### config.mk
export PLATFORM = sky130hd
export DESIGN_NAME = atdc_top
export DESIGN_NICKNAME = d
export VERILOG_FILES = /design/src/rtl/atdc_pkg.sv /design/src/rtl/atdc_cfg_if.sv /design/src/rtl/atdc_dc_decode.sv /design/src/rtl/atdc_mux_decode.sv /design/src/rtl/atdc_top.sv
export VERILOG_INCLUDE_DIRS = /design/src /design/src/rtl
export SDC_FILE = /design/constraint.sdc
export NUM_CORES = 1
export LEC_CHECK = 0
export ABC_AREA = 1
export ABC_CLOCK_PERIOD_IN_PS = 1750
export BUFFER_PORTS_ARGS = -buffer_cell sky130_fd_sc_hd__buf_4
export CAP_MARGIN = 0
export CORE_UTILIZATION = 45
export DETAILED_ROUTE_END_ITERATION = 10
export HOLD_SLACK_MARGIN = 0.03
export PLACE_DENSITY = 0.76
export SKIP_LAST_GASP = 1
export SYNTH_ARGS = -nofsm -noshare
export SYNTH_HDL_FRONTEND = slang
export SYNTH_SLANG_ARGS = --single-unit
### constraint.sdc
create_clock -name clk_i -period 1.75 [get_ports clk_i]
set_clock_uncertainty 0.05 [all_clocks]
set_input_delay 0.525 -clock clk_i [delete_from_list [all_inputs] [get_ports clk_i]]
set_output_delay 0.525 -clock clk_i [all_outputs]
set_load 0.005 [all_outputs]
### src/rtl/atdc_params.svh
// Constants of the threshold / DC-removal / channel 0 register slice.
// Assumes an APB master with 32-bit data; registers sit at word index times four.
// How it works
// The low eight threshold bits are kept in bits 15:8 of the threshold-low register.
// The upper sixteen threshold bits are kept in their own register one index below.
// A four-bit DC-removal select sits in bits 3:0, and code zero switches the filter off.
// Codes one to fifteen give a coefficient of 1/4 down to 1/65536, halving per step.
// The threshold-low register is at index 8h and resets to all zeros.
// The channel 0 configuration register is at index 9h and resets to all zeros.
// Channel 0 phase delay is a ten-bit two's-complement count in bits 15:6.
// Bit 2 of channel 0 configuration set bypasses DC removal for channel 0 only.
// The two-bit input select picks normal pair, shorted, positive or negative test signal.
// Reserved bits read as zero and ignore writes; software writes them as zero.
`ifndef ATDC_PARAMS_SVH
`define ATDC_PARAMS_SVH

// Register indices and byte addresses
`define ATDC_IDX_THR_HIGH 4'h7
`define ATDC_IDX_THR_LOW 4'h8
`define ATDC_IDX_CHANNEL0_CONFIG 4'h9
`define ATDC_ADDR_W 12
`define ATDC_ADDR_THR_HIGH 12'h01C
`define ATDC_ADDR_THR_LOW 12'h020
`define ATDC_ADDR_CHANNEL0_CONFIG 12'h024

// Field positions
`define ATDC_THR_LOW_MSB 15
`define ATDC_THR_LOW_LSB 8
`define ATDC_DC_SEL_MSB 3
`define ATDC_DC_SEL_LSB 0
`define ATDC_PHASE_MSB 15
`define ATDC_PHASE_LSB 6
`define ATDC_DC_OFF_BIT 2
`define ATDC_IN_SEL_MSB 1
`define ATDC_IN_SEL_LSB 0

// Reset values
`define ATDC_RST_THR_HIGH 16'h0000
`define ATDC_RST_THR_LOW 16'h0000
`define ATDC_RST_CHANNEL0_CONFIG 16'h0000

// Coefficient shift offset: code one means a shift of two
`define ATDC_SHIFT_OFS 5'h01

`endif

### src/rtl/atdc_pkg.sv
// Types shared by the register slice and its decoders.
// Assumes atdc_params.svh provides all numeric constants.
package atdc_pkg;

  typedef enum logic [0:0] {
    ATDC_IDLE = 1'b0,
    ATDC_ACCESS = 1'b1
  } atdc_apb_st_type;

  typedef enum logic [1:0] {
    ATDC_IN_NORMAL = 2'b00,
    ATDC_IN_SHORT = 2'b01,
    ATDC_IN_POS_TEST = 2'b10,
    ATDC_IN_NEG_TEST = 2'b11
  } atdc_in_sel_type;

  typedef struct packed {
    logic [15:0] thr_high;
    logic [7:0] thr_low;
    logic [3:0] dc_sel;
    logic signed [9:0] phase;
    logic dc_off;
    atdc_in_sel_type in_sel;
    atdc_apb_st_type apb_st;
    logic [31:0] prdata;
    logic pslverr;
    logic dc_on;
    logic ch0_dc_on;
    logic [4:0] coeff_shift;
    logic [3:0] route;
  } atdc_state_type;

endpackage

### src/rtl/atdc_cfg_if.sv
// Carrier between the register slice and its two field decoders.
// Assumes all members are combinational within one clock domain.
`timescale 1ns/100ps
interface atdc_cfg_if;
  import atdc_pkg::*;

  logic [3:0] dc_sel;
  logic dc_off;
  atdc_in_sel_type in_sel;
  logic dc_on;
  logic ch0_dc_on;
  logic [4:0] coeff_shift;
  logic [3:0] route;

  modport regs (
    output dc_sel,
    output dc_off,
    output in_sel,
    input dc_on,
    input ch0_dc_on,
    input coeff_shift,
    input route
  );

  modport dcdec (
    input dc_sel,
    input dc_off,
    output dc_on,
    output ch0_dc_on,
    output coeff_shift
  );

  modport muxdec (
    input in_sel,
    output route
  );
endinterface

### src/rtl/atdc_dc_decode.sv
// Decodes the DC-removal select into an enable and a coefficient shift.
// Assumes the select and override come from registers on the same clock.
`timescale 1ns/100ps
`include "atdc_params.svh"
module atdc_dc_decode (
  atdc_cfg_if.dcdec cfg // Field carrier
);
  import atdc_pkg::*;

  always_comb begin
    // Code zero disables
    cfg.dc_on = (cfg.dc_sel != 4'h0);
    // Shift of code plus one
    if (cfg.dc_sel != 4'h0) begin
      cfg.coeff_shift = {1'b0, cfg.dc_sel} + `ATDC_SHIFT_OFS;
    end else begin
      cfg.coeff_shift = 5'h00;
    end
    // Per-channel bypass
    cfg.ch0_dc_on = cfg.dc_on & ~cfg.dc_off;
  end

endmodule // atdc_dc_decode

### src/rtl/atdc_mux_decode.sv
// Turns the channel 0 input select into a one-hot switch control.
// Assumes the select comes from a register on the same clock.
`timescale 1ns/100ps
`include "atdc_params.svh"
module atdc_mux_decode (
  atdc_cfg_if.muxdec cfg // Field carrier
);
  import atdc_pkg::*;

  // One-hot input route
  genvar gi;
  generate
    for (gi = 0; gi < 4; gi++) begin : g_route
      assign cfg.route[gi] = (cfg.in_sel == atdc_in_sel_type'(2'(gi)));
    end
  endgenerate

endmodule // atdc_mux_decode

### src/rtl/atdc_top.sv
// APB register slice: current-detect threshold, DC-removal select and
// channel 0 configuration, with decoded controls for the datapath.
// Assumes an APB master on clk_i; the datapath samples the outputs on clk_i.
`timescale 1ns/100ps
`include "atdc_params.svh"
module atdc_top (
  input wire logic clk_i, // 20 MHz clock
  input wire logic rst_i, // Synchronous reset, high
  input wire logic ce_i, // Clock enable, freezes state when low
  input wire logic psel_i, // APB select
  input wire logic penable_i, // APB enable
  input wire logic pwrite_i, // APB direction, high write
  input wire logic [`ATDC_ADDR_W-1:0] paddr_i, // APB byte address
  input wire logic [31:0] pwdata_i, // APB write data
  input wire logic [3:0] pstrb_i, // APB write byte strobes
  output logic [31:0] prdata_o, // APB read data
  output logic pready_o, // APB ready
  output logic pslverr_o, // APB error for unmapped access
  output logic [23:0] cur_detect_threshold_o, // Full threshold
  output logic [3:0] dc_removal_coeff_sel_o, // Global DC-removal select
  output logic dc_removal_on_o, // Global filter enabled
  output logic [4:0] dc_coeff_shift_o, // Coefficient is 2^-shift
  output logic signed [9:0] ch0_phase_delay_o, // Phase delay, modulator cycles
  output logic ch0_dc_removal_off_o, // Channel 0 bypass bit
  output logic ch0_dc_removal_on_o, // Filter active on channel 0
  output atdc_pkg::atdc_in_sel_type ch0_input_select_o, // Input select code
  output logic [3:0] ch0_route_o // One-hot: normal, short, pos, neg
);
  import atdc_pkg::*;

  ////////////////////////////////////////////////////////////////////////////
  // State and decoders
  ////////////////////////////////////////////////////////////////////////////

  atdc_state_type st_ff;
  atdc_state_type nxt_st;
  atdc_cfg_if cfg ();

  logic setup;
  logic access;
  logic hit_high;
  logic hit_low;
  logic hit_cfg;
  logic addr_ok;
  logic [15:0] wmask;
  logic [15:0] thr_high_rd;
  logic [15:0] thr_low_rd;
  logic [15:0] cfg_rd;
  logic [15:0] rd_word;

  assign cfg.dc_sel = st_ff.dc_sel;
  assign cfg.dc_off = st_ff.dc_off;
  assign cfg.in_sel = st_ff.in_sel;

  atdc_dc_decode u_dc_decode (
    .cfg(cfg.dcdec)
  );

  atdc_mux_decode u_mux_decode (
    .cfg(cfg.muxdec)
  );

  ////////////////////////////////////////////////////////////////////////////
  // Address decode and read view
  ////////////////////////////////////////////////////////////////////////////

  // Threshold high one index below
  assign hit_high = (paddr_i == `ATDC_ADDR_THR_HIGH);
  // Threshold-low placement
  assign hit_low = (paddr_i == `ATDC_ADDR_THR_LOW);
  // Channel 0 config placement
  assign hit_cfg = (paddr_i == `ATDC_ADDR_CHANNEL0_CONFIG);
  assign addr_ok = hit_high | hit_low | hit_cfg;

  assign setup = ce_i & psel_i & ~penable_i;
  assign access = psel_i & penable_i & (st_ff.apb_st == ATDC_ACCESS);

  // Byte strobes gate the two low lanes; upper lanes hold nothing
  assign wmask = {{8{pstrb_i[1]}}, {8{pstrb_i[0]}}};

  // Reserved bits read zero
  always_comb begin
    thr_high_rd = st_ff.thr_high;
    thr_low_rd = 16'h0000;
    thr_low_rd[`ATDC_THR_LOW_MSB:`ATDC_THR_LOW_LSB] = st_ff.thr_low;
    thr_low_rd[`ATDC_DC_SEL_MSB:`ATDC_DC_SEL_LSB] = st_ff.dc_sel;
    cfg_rd = 16'h0000;
    cfg_rd[`ATDC_PHASE_MSB:`ATDC_PHASE_LSB] = st_ff.phase;
    cfg_rd[`ATDC_DC_OFF_BIT] = st_ff.dc_off;
    cfg_rd[`ATDC_IN_SEL_MSB:`ATDC_IN_SEL_LSB] = st_ff.in_sel;
  end

  always_comb begin
    if (hit_high) begin
      rd_word = thr_high_rd;
    end else if (hit_low) begin
      rd_word = thr_low_rd;
    end else if (hit_cfg) begin
      rd_word = cfg_rd;
    end else begin
      rd_word = 16'h0000;
    end
  end

  // Merges strobed write data into a 16-bit register image
  function automatic logic [15:0] merge(input logic [15:0] old_v,
                                        input logic [15:0] new_v,
                                        input logic [15:0] mask);
    merge = (old_v & ~mask) | (new_v & mask);
  endfunction

  ////////////////////////////////////////////////////////////////////////////
  // Next-state logic
  ////////////////////////////////////////////////////////////////////////////

  always_comb begin
    logic [15:0] img;
    img = 16'h0000;
    nxt_st = st_ff;

    unique case (st_ff.apb_st)
      ATDC_IDLE: begin
        if (setup) begin
          nxt_st.apb_st = ATDC_ACCESS;
        end
      end
      ATDC_ACCESS: begin
        if (access) begin
          nxt_st.apb_st = ATDC_IDLE;
        end else if (!psel_i) begin
          nxt_st.apb_st = ATDC_IDLE;
        end
      end
    endcase

    // Read data and error are captured in the setup cycle so that they
    // come from flip-flops while the access phase stands
    if (setup) begin
      nxt_st.pslverr = ~addr_ok | (paddr_i[1:0] != 2'b00);
      nxt_st.prdata = (!pwrite_i) ? {16'h0000, rd_word} : 32'h0000_0000;
    end

    // Writes land only at the access edge, mapped address only
    if (access && pwrite_i && !st_ff.pslverr) begin
      if (hit_high) begin
        // Upper threshold write
        nxt_st.thr_high = merge(st_ff.thr_high, pwdata_i[15:0], wmask);
      end
      if (hit_low) begin
        img = merge(thr_low_rd, pwdata_i[15:0], wmask);
        // Threshold low byte
        nxt_st.thr_low = img[`ATDC_THR_LOW_MSB:`ATDC_THR_LOW_LSB];
        // DC-removal select store
        nxt_st.dc_sel = img[`ATDC_DC_SEL_MSB:`ATDC_DC_SEL_LSB];
      end
      if (hit_cfg) begin
        img = merge(cfg_rd, pwdata_i[15:0], wmask);
        // Signed phase delay
        nxt_st.phase = img[`ATDC_PHASE_MSB:`ATDC_PHASE_LSB];
        // Channel bypass bit
        nxt_st.dc_off = img[`ATDC_DC_OFF_BIT];
        // Input select store
        nxt_st.in_sel = atdc_in_sel_type'(img[`ATDC_IN_SEL_MSB:`ATDC_IN_SEL_LSB]);
      end
    end

    // Decoded controls are registered one cycle after the fields
    nxt_st.dc_on = cfg.dc_on;
    nxt_st.ch0_dc_on = cfg.ch0_dc_on;
    nxt_st.coeff_shift = cfg.coeff_shift;
    nxt_st.route = cfg.route;
  end

  ////////////////////////////////////////////////////////////////////////////
  // State register
  ////////////////////////////////////////////////////////////////////////////

  always_ff @(posedge clk_i) begin
    if (rst_i) begin
      st_ff.thr_high <= `ATDC_RST_THR_HIGH;
      // Threshold-low clears
      st_ff.thr_low <= 8'(`ATDC_RST_THR_LOW >> `ATDC_THR_LOW_LSB);
      st_ff.dc_sel <= 4'h0;
      // Channel 0 config clears
      st_ff.phase <= 10'(`ATDC_RST_CHANNEL0_CONFIG >> `ATDC_PHASE_LSB);
      st_ff.dc_off <= 1'b0;
      st_ff.in_sel <= ATDC_IN_NORMAL;
      st_ff.apb_st <= ATDC_IDLE;
      st_ff.prdata <= 32'h0000_0000;
      st_ff.pslverr <= 1'b0;
      st_ff.dc_on <= 1'b0;
      st_ff.ch0_dc_on <= 1'b0;
      st_ff.coeff_shift <= 5'h00;
      st_ff.route <= 4'h1;
    end else if (ce_i) begin
      st_ff <= nxt_st;
    end
  end

  ////////////////////////////////////////////////////////////////////////////
  // Outputs
  ////////////////////////////////////////////////////////////////////////////

  // Zero-wait answer; a low clock enable stalls the transfer
  assign pready_o = ce_i & access;
  assign pslverr_o = ce_i & access & st_ff.pslverr;
  assign prdata_o = st_ff.prdata;

  // Threshold assembled for the detector
  assign cur_detect_threshold_o = {st_ff.thr_high, st_ff.thr_low};
  assign dc_removal_coeff_sel_o = st_ff.dc_sel;
  assign dc_removal_on_o = st_ff.dc_on;
  assign dc_coeff_shift_o = st_ff.coeff_shift;
  assign ch0_phase_delay_o = st_ff.phase;
  assign ch0_dc_removal_off_o = st_ff.dc_off;
  assign ch0_dc_removal_on_o = st_ff.ch0_dc_on;
  assign ch0_input_select_o = st_ff.in_sel;
  assign ch0_route_o = st_ff.route;

endmodule // atdc_top

==> metrics.log <==
[metrics] endpoint required time on the critical path: between 1 and 1.5 ns
[metrics] critical path type: reg -> out
[metrics] count of input and output buffers: 105
[metrics] initial core utilization: 0.472
[metrics] first-pass GRT wire length: roughly 15 mm
[metrics] share of the synthesized netlist area taken by xor and xnor gates: 0.00221
[metrics] share of synthesized area spent on multiplexers: 0
[metrics] detailed-routing iteration count for the pre-antenna-repair pass: 5
[metrics] crit path launch type: flop
[metrics] synthesized instance count: ~590
[metrics] type of the most critical hold path: in -> reg
[metrics] width of the die: 95.8 um
[metrics] ANT cells: 0
[metrics] Synth Area in Compound Gates: 0.0993
[metrics] number of failing hold endpoints at the final stage: 0
[metrics] largest net degree at the start of global routing: 44
[metrics] CP max FO: 3
[metrics] Finish-stage setup viols: 0
[metrics] final weighted congestion in routability-driven placement: 0.838
[metrics] sink count of the clock tree: 70
[metrics] number of clock buffers inserted by TritonCTS: 9
[metrics] worst setup timing slack at the placement stage: -0.125 ns
[metrics] endpoint kind of the worst setup timing path: output pin
[metrics] Residual DRC: 0
[metrics] share of synthesized cell area in and, or, nand and nor gates: 0.287
[metrics] core area: 8380 um^2
[metrics] worst r2r path cells: 6
[metrics] global-route usage over all layers: 0.211
[metrics] yosys warns: 0
[metrics] H-Tree Level Count: 3
[metrics] largest family of logic cells by synthesized area: simple AND/OR/NAND/NOR gates
[metrics] power per standard cell area: 679 nW/um^2
[metrics] number of placement rows: 33
[metrics] Layout Nets: 694
[metrics] chip height: 95.8 um
[metrics] Final Cycle Share: 0.952
[metrics] cells resized by post-CTS repair: 0
[metrics] Worst Hold Path Cells: 2
[metrics] total routed wirelength: 9.33 mm
[metrics] full die area: 9170 um^2
[metrics] power spent charging and discharging nets: about 730 uW
[metrics] WP data arrival: 1.09 ns
[metrics] share of post-route cells with drive strength above 1: 0.244
[metrics] status: finished, final reports clean
[metrics] Layout fillers: just over 800
[metrics] average detailed-routed wire length per instance: 12.5 um
[metrics] Max VDD drop: 0.362 mV
[metrics] Post-DP HPWL: 7.25 mm
[metrics] via count: 3549
[metrics] post-route antenna net violation count: 0
[metrics] number of global-route vias before repair: 3254
[metrics] adder and majority gate portion of the synthesized area: 0.00632
[metrics] TritonCTS clock tree: built
[metrics] hold bufs inserted after CTS: 0
[metrics] max-cap viol count: 0
[metrics] fraction of power consumed by the clock network: 0.423
[metrics] Layout Utilization: 0.556
[metrics] maximum clock path buffer count: 2
[metrics] shortest clock period the worst path allows after layout: 1.67 ns
[metrics] clock slew at reported path FFs: 0.08 ns
[metrics] area of all sequential standard cells: 1400 um^2
[metrics] fmax: 600 MHz
[metrics] final worst slack: 0.0836 ns
[metrics] Iteration-0 DRC Markers: 228
[metrics] clock tree root buffer cell: sky130_fd_sc_hd__clkbuf_8
[metrics] number of synthesized register bits: 70
[metrics] via-per-instance ratio: between 4 and 5
[metrics] Pins Over Slew Limit: 0
[metrics] setup fix buffers added after clock tree synthesis: 0
[metrics] Post-Synthesis Cell Area: just under 4000 um^2
[metrics] antenna violations before repair: 0
[metrics] latest clock arrival within the worst-skew pair: 0.33 ns
[metrics] count of different cell masters after synthesis: 28
[metrics] number of top-level pins: 140
[metrics] setup repair after global routing missed its margin: false
[metrics] combinational power share: 0.071
[metrics] LEAKAGE: 0.00233 uW
[metrics] aggregate global routing overflow: 0
[metrics] area of the multi-input gates: roughly 1600 um^2
[metrics] synthesis-to-layout area growth: 17.8%
[metrics] post-route cell area: ~4700 um^2
[metrics] design internal power: 2430 uW
[metrics] switching fraction of total power: 0.232
[metrics] average cell area after synthesis: 6.73 um^2
[metrics] Seq/Total Area, Yosys: 0.354
[metrics] power share of the sequential group: 0.506
[metrics] placed inst area: 4450 um^2
power by group through the flow:
stage	clock, uW	combinational (uW)	sequential, uW
2_1_floorplan	0	137	1640
3_3_place_gp	0	217	1640
3_5_place_dp	0	222	1640
4_1_cts	1350	223	1600
5_1_grt	1410	252	1600
6_report	1340	225	1600
cell type report:
cell class,instances,area share
clock inverters,5,0.0123
repair buffers,125,0.215
well taps,105,0.0282
inverters,78,0.0636
multi-input cells,354,0.348
clock buffers,11,0.0325
flip-flops and latches,70,0.301
layer usage:
| layer | GRT usage | wire (um) | vias up |
|---|---|---|---|
| met5 | 0 | 0 | - |
| met2 | 0.338 | 4190 | 136 |
| met1 | 0.279 | 4230 | 1597 |
| met4 | 0.0796 | 123 | 0 |
| met3 | 0.0434 | 785 | 11 |
| li1 | - | - | 1805 |
through the flow:
| step | power, uW | instances | TNS (ns) | hold slack (ns) |
|---|---|---|---|---|
| after floorplan | 1770 | 603 | 0 | 0.394 |
| after global placement | 1850 | 732 | -0.474 | 0.405 |
| after detailed placement | 1860 | 732 | -2.70 | 0.409 |
| after CTS | 3170 | 748 | 0 | 0.367 |
| after global routing | 3260 | 748 | 0 | 0.376 |
| final | 3160 | 748 | 0 | 0.373 |
layout by cell type, fill, tap and decap left out, types with 11 or more instances in the layout:
cell | Yosys | layout
sky130_fd_sc_hd__nor2_1 | 104 | 104
sky130_fd_sc_hd__nand2_1 | 121 | 121
sky130_fd_sc_hd__a21oi_1 | 27 | 27
sky130_fd_sc_hd__buf_4 | 83 | 120
sky130_fd_sc_hd__o21bai_1 | 11 | 11
sky130_fd_sc_hd__o21ai_0 | 32 | 32
sky130_fd_sc_hd__nand4_1 | 14 | 14
sky130_fd_sc_hd__nand3_1 | 11 | 11
sky130_fd_sc_hd__inv_1 | 73 | 73
sky130_fd_sc_hd__clkbuf_8 | 0 | 11
sky130_fd_sc_hd__dfxtp_1 | 70 | 70
sky130_fd_sc_hd__conb_1 | 1 | 16
cells in the mapped netlist, drive strengths merged:
library cell	count	area, um^2
nand2	122	465
nor2	108	420
buf	88	644
inv	73	274
dfxtp	70	1400
o21ai	32	160
a21oi	27	135
nand3	16	128
nand4	15	100
clkbuf	13	48.8
o21bai	11	82.6
clkinv	5	22.5
ha	2	25.0
conb	1	3.75
nor3	1	16.3
o211ai	1	7.51
o31ai	1	7.51
or2	1	6.26
xor2	1	8.76
worst max-delay path, stage by stage, from the launching register on:
cell and delay [ns]:
sky130_fd_sc_hd__dfxtp_1 0.36, sky130_fd_sc_hd__nand4_2 0.15, sky130_fd_sc_hd__nor2_1 0.13, sky130_fd_sc_hd__buf_4 0.12
kinds of logic (layout without fill, tap and decap cells):
| group | count (synthesis) | after routing |
|---|---|---|
| xor gates and xnor gates | 1 | 1 |
| other | 1 | 16 |
| AOI/OAI and AO/OA | 72 | 72 |
| and+or+nand+nor | 263 | 263 |
| adders and majority gates | 2 | 2 |
| buffers and inverters | 179 | 219 |
| DFF | 70 | 70 |
path summary, 6_finish.rpt:
path,endpoint,slack [ns],start
max,pslverr_o,0.08,st_ff[44]$_SDFFE_PP0P_
min,ch0_route_o[1]$_SDFFE_PP0P_,0.37,rst_i
max reg2reg,flop,0.22,st_ff[44]$_SDFFE_PP0P_
min reg2reg,prdata_o[9]$_SDFFE_PP0P_,0.42,prdata_o[9]$_SDFFE_PP0P_
Power figures use the tool's default switching activity.
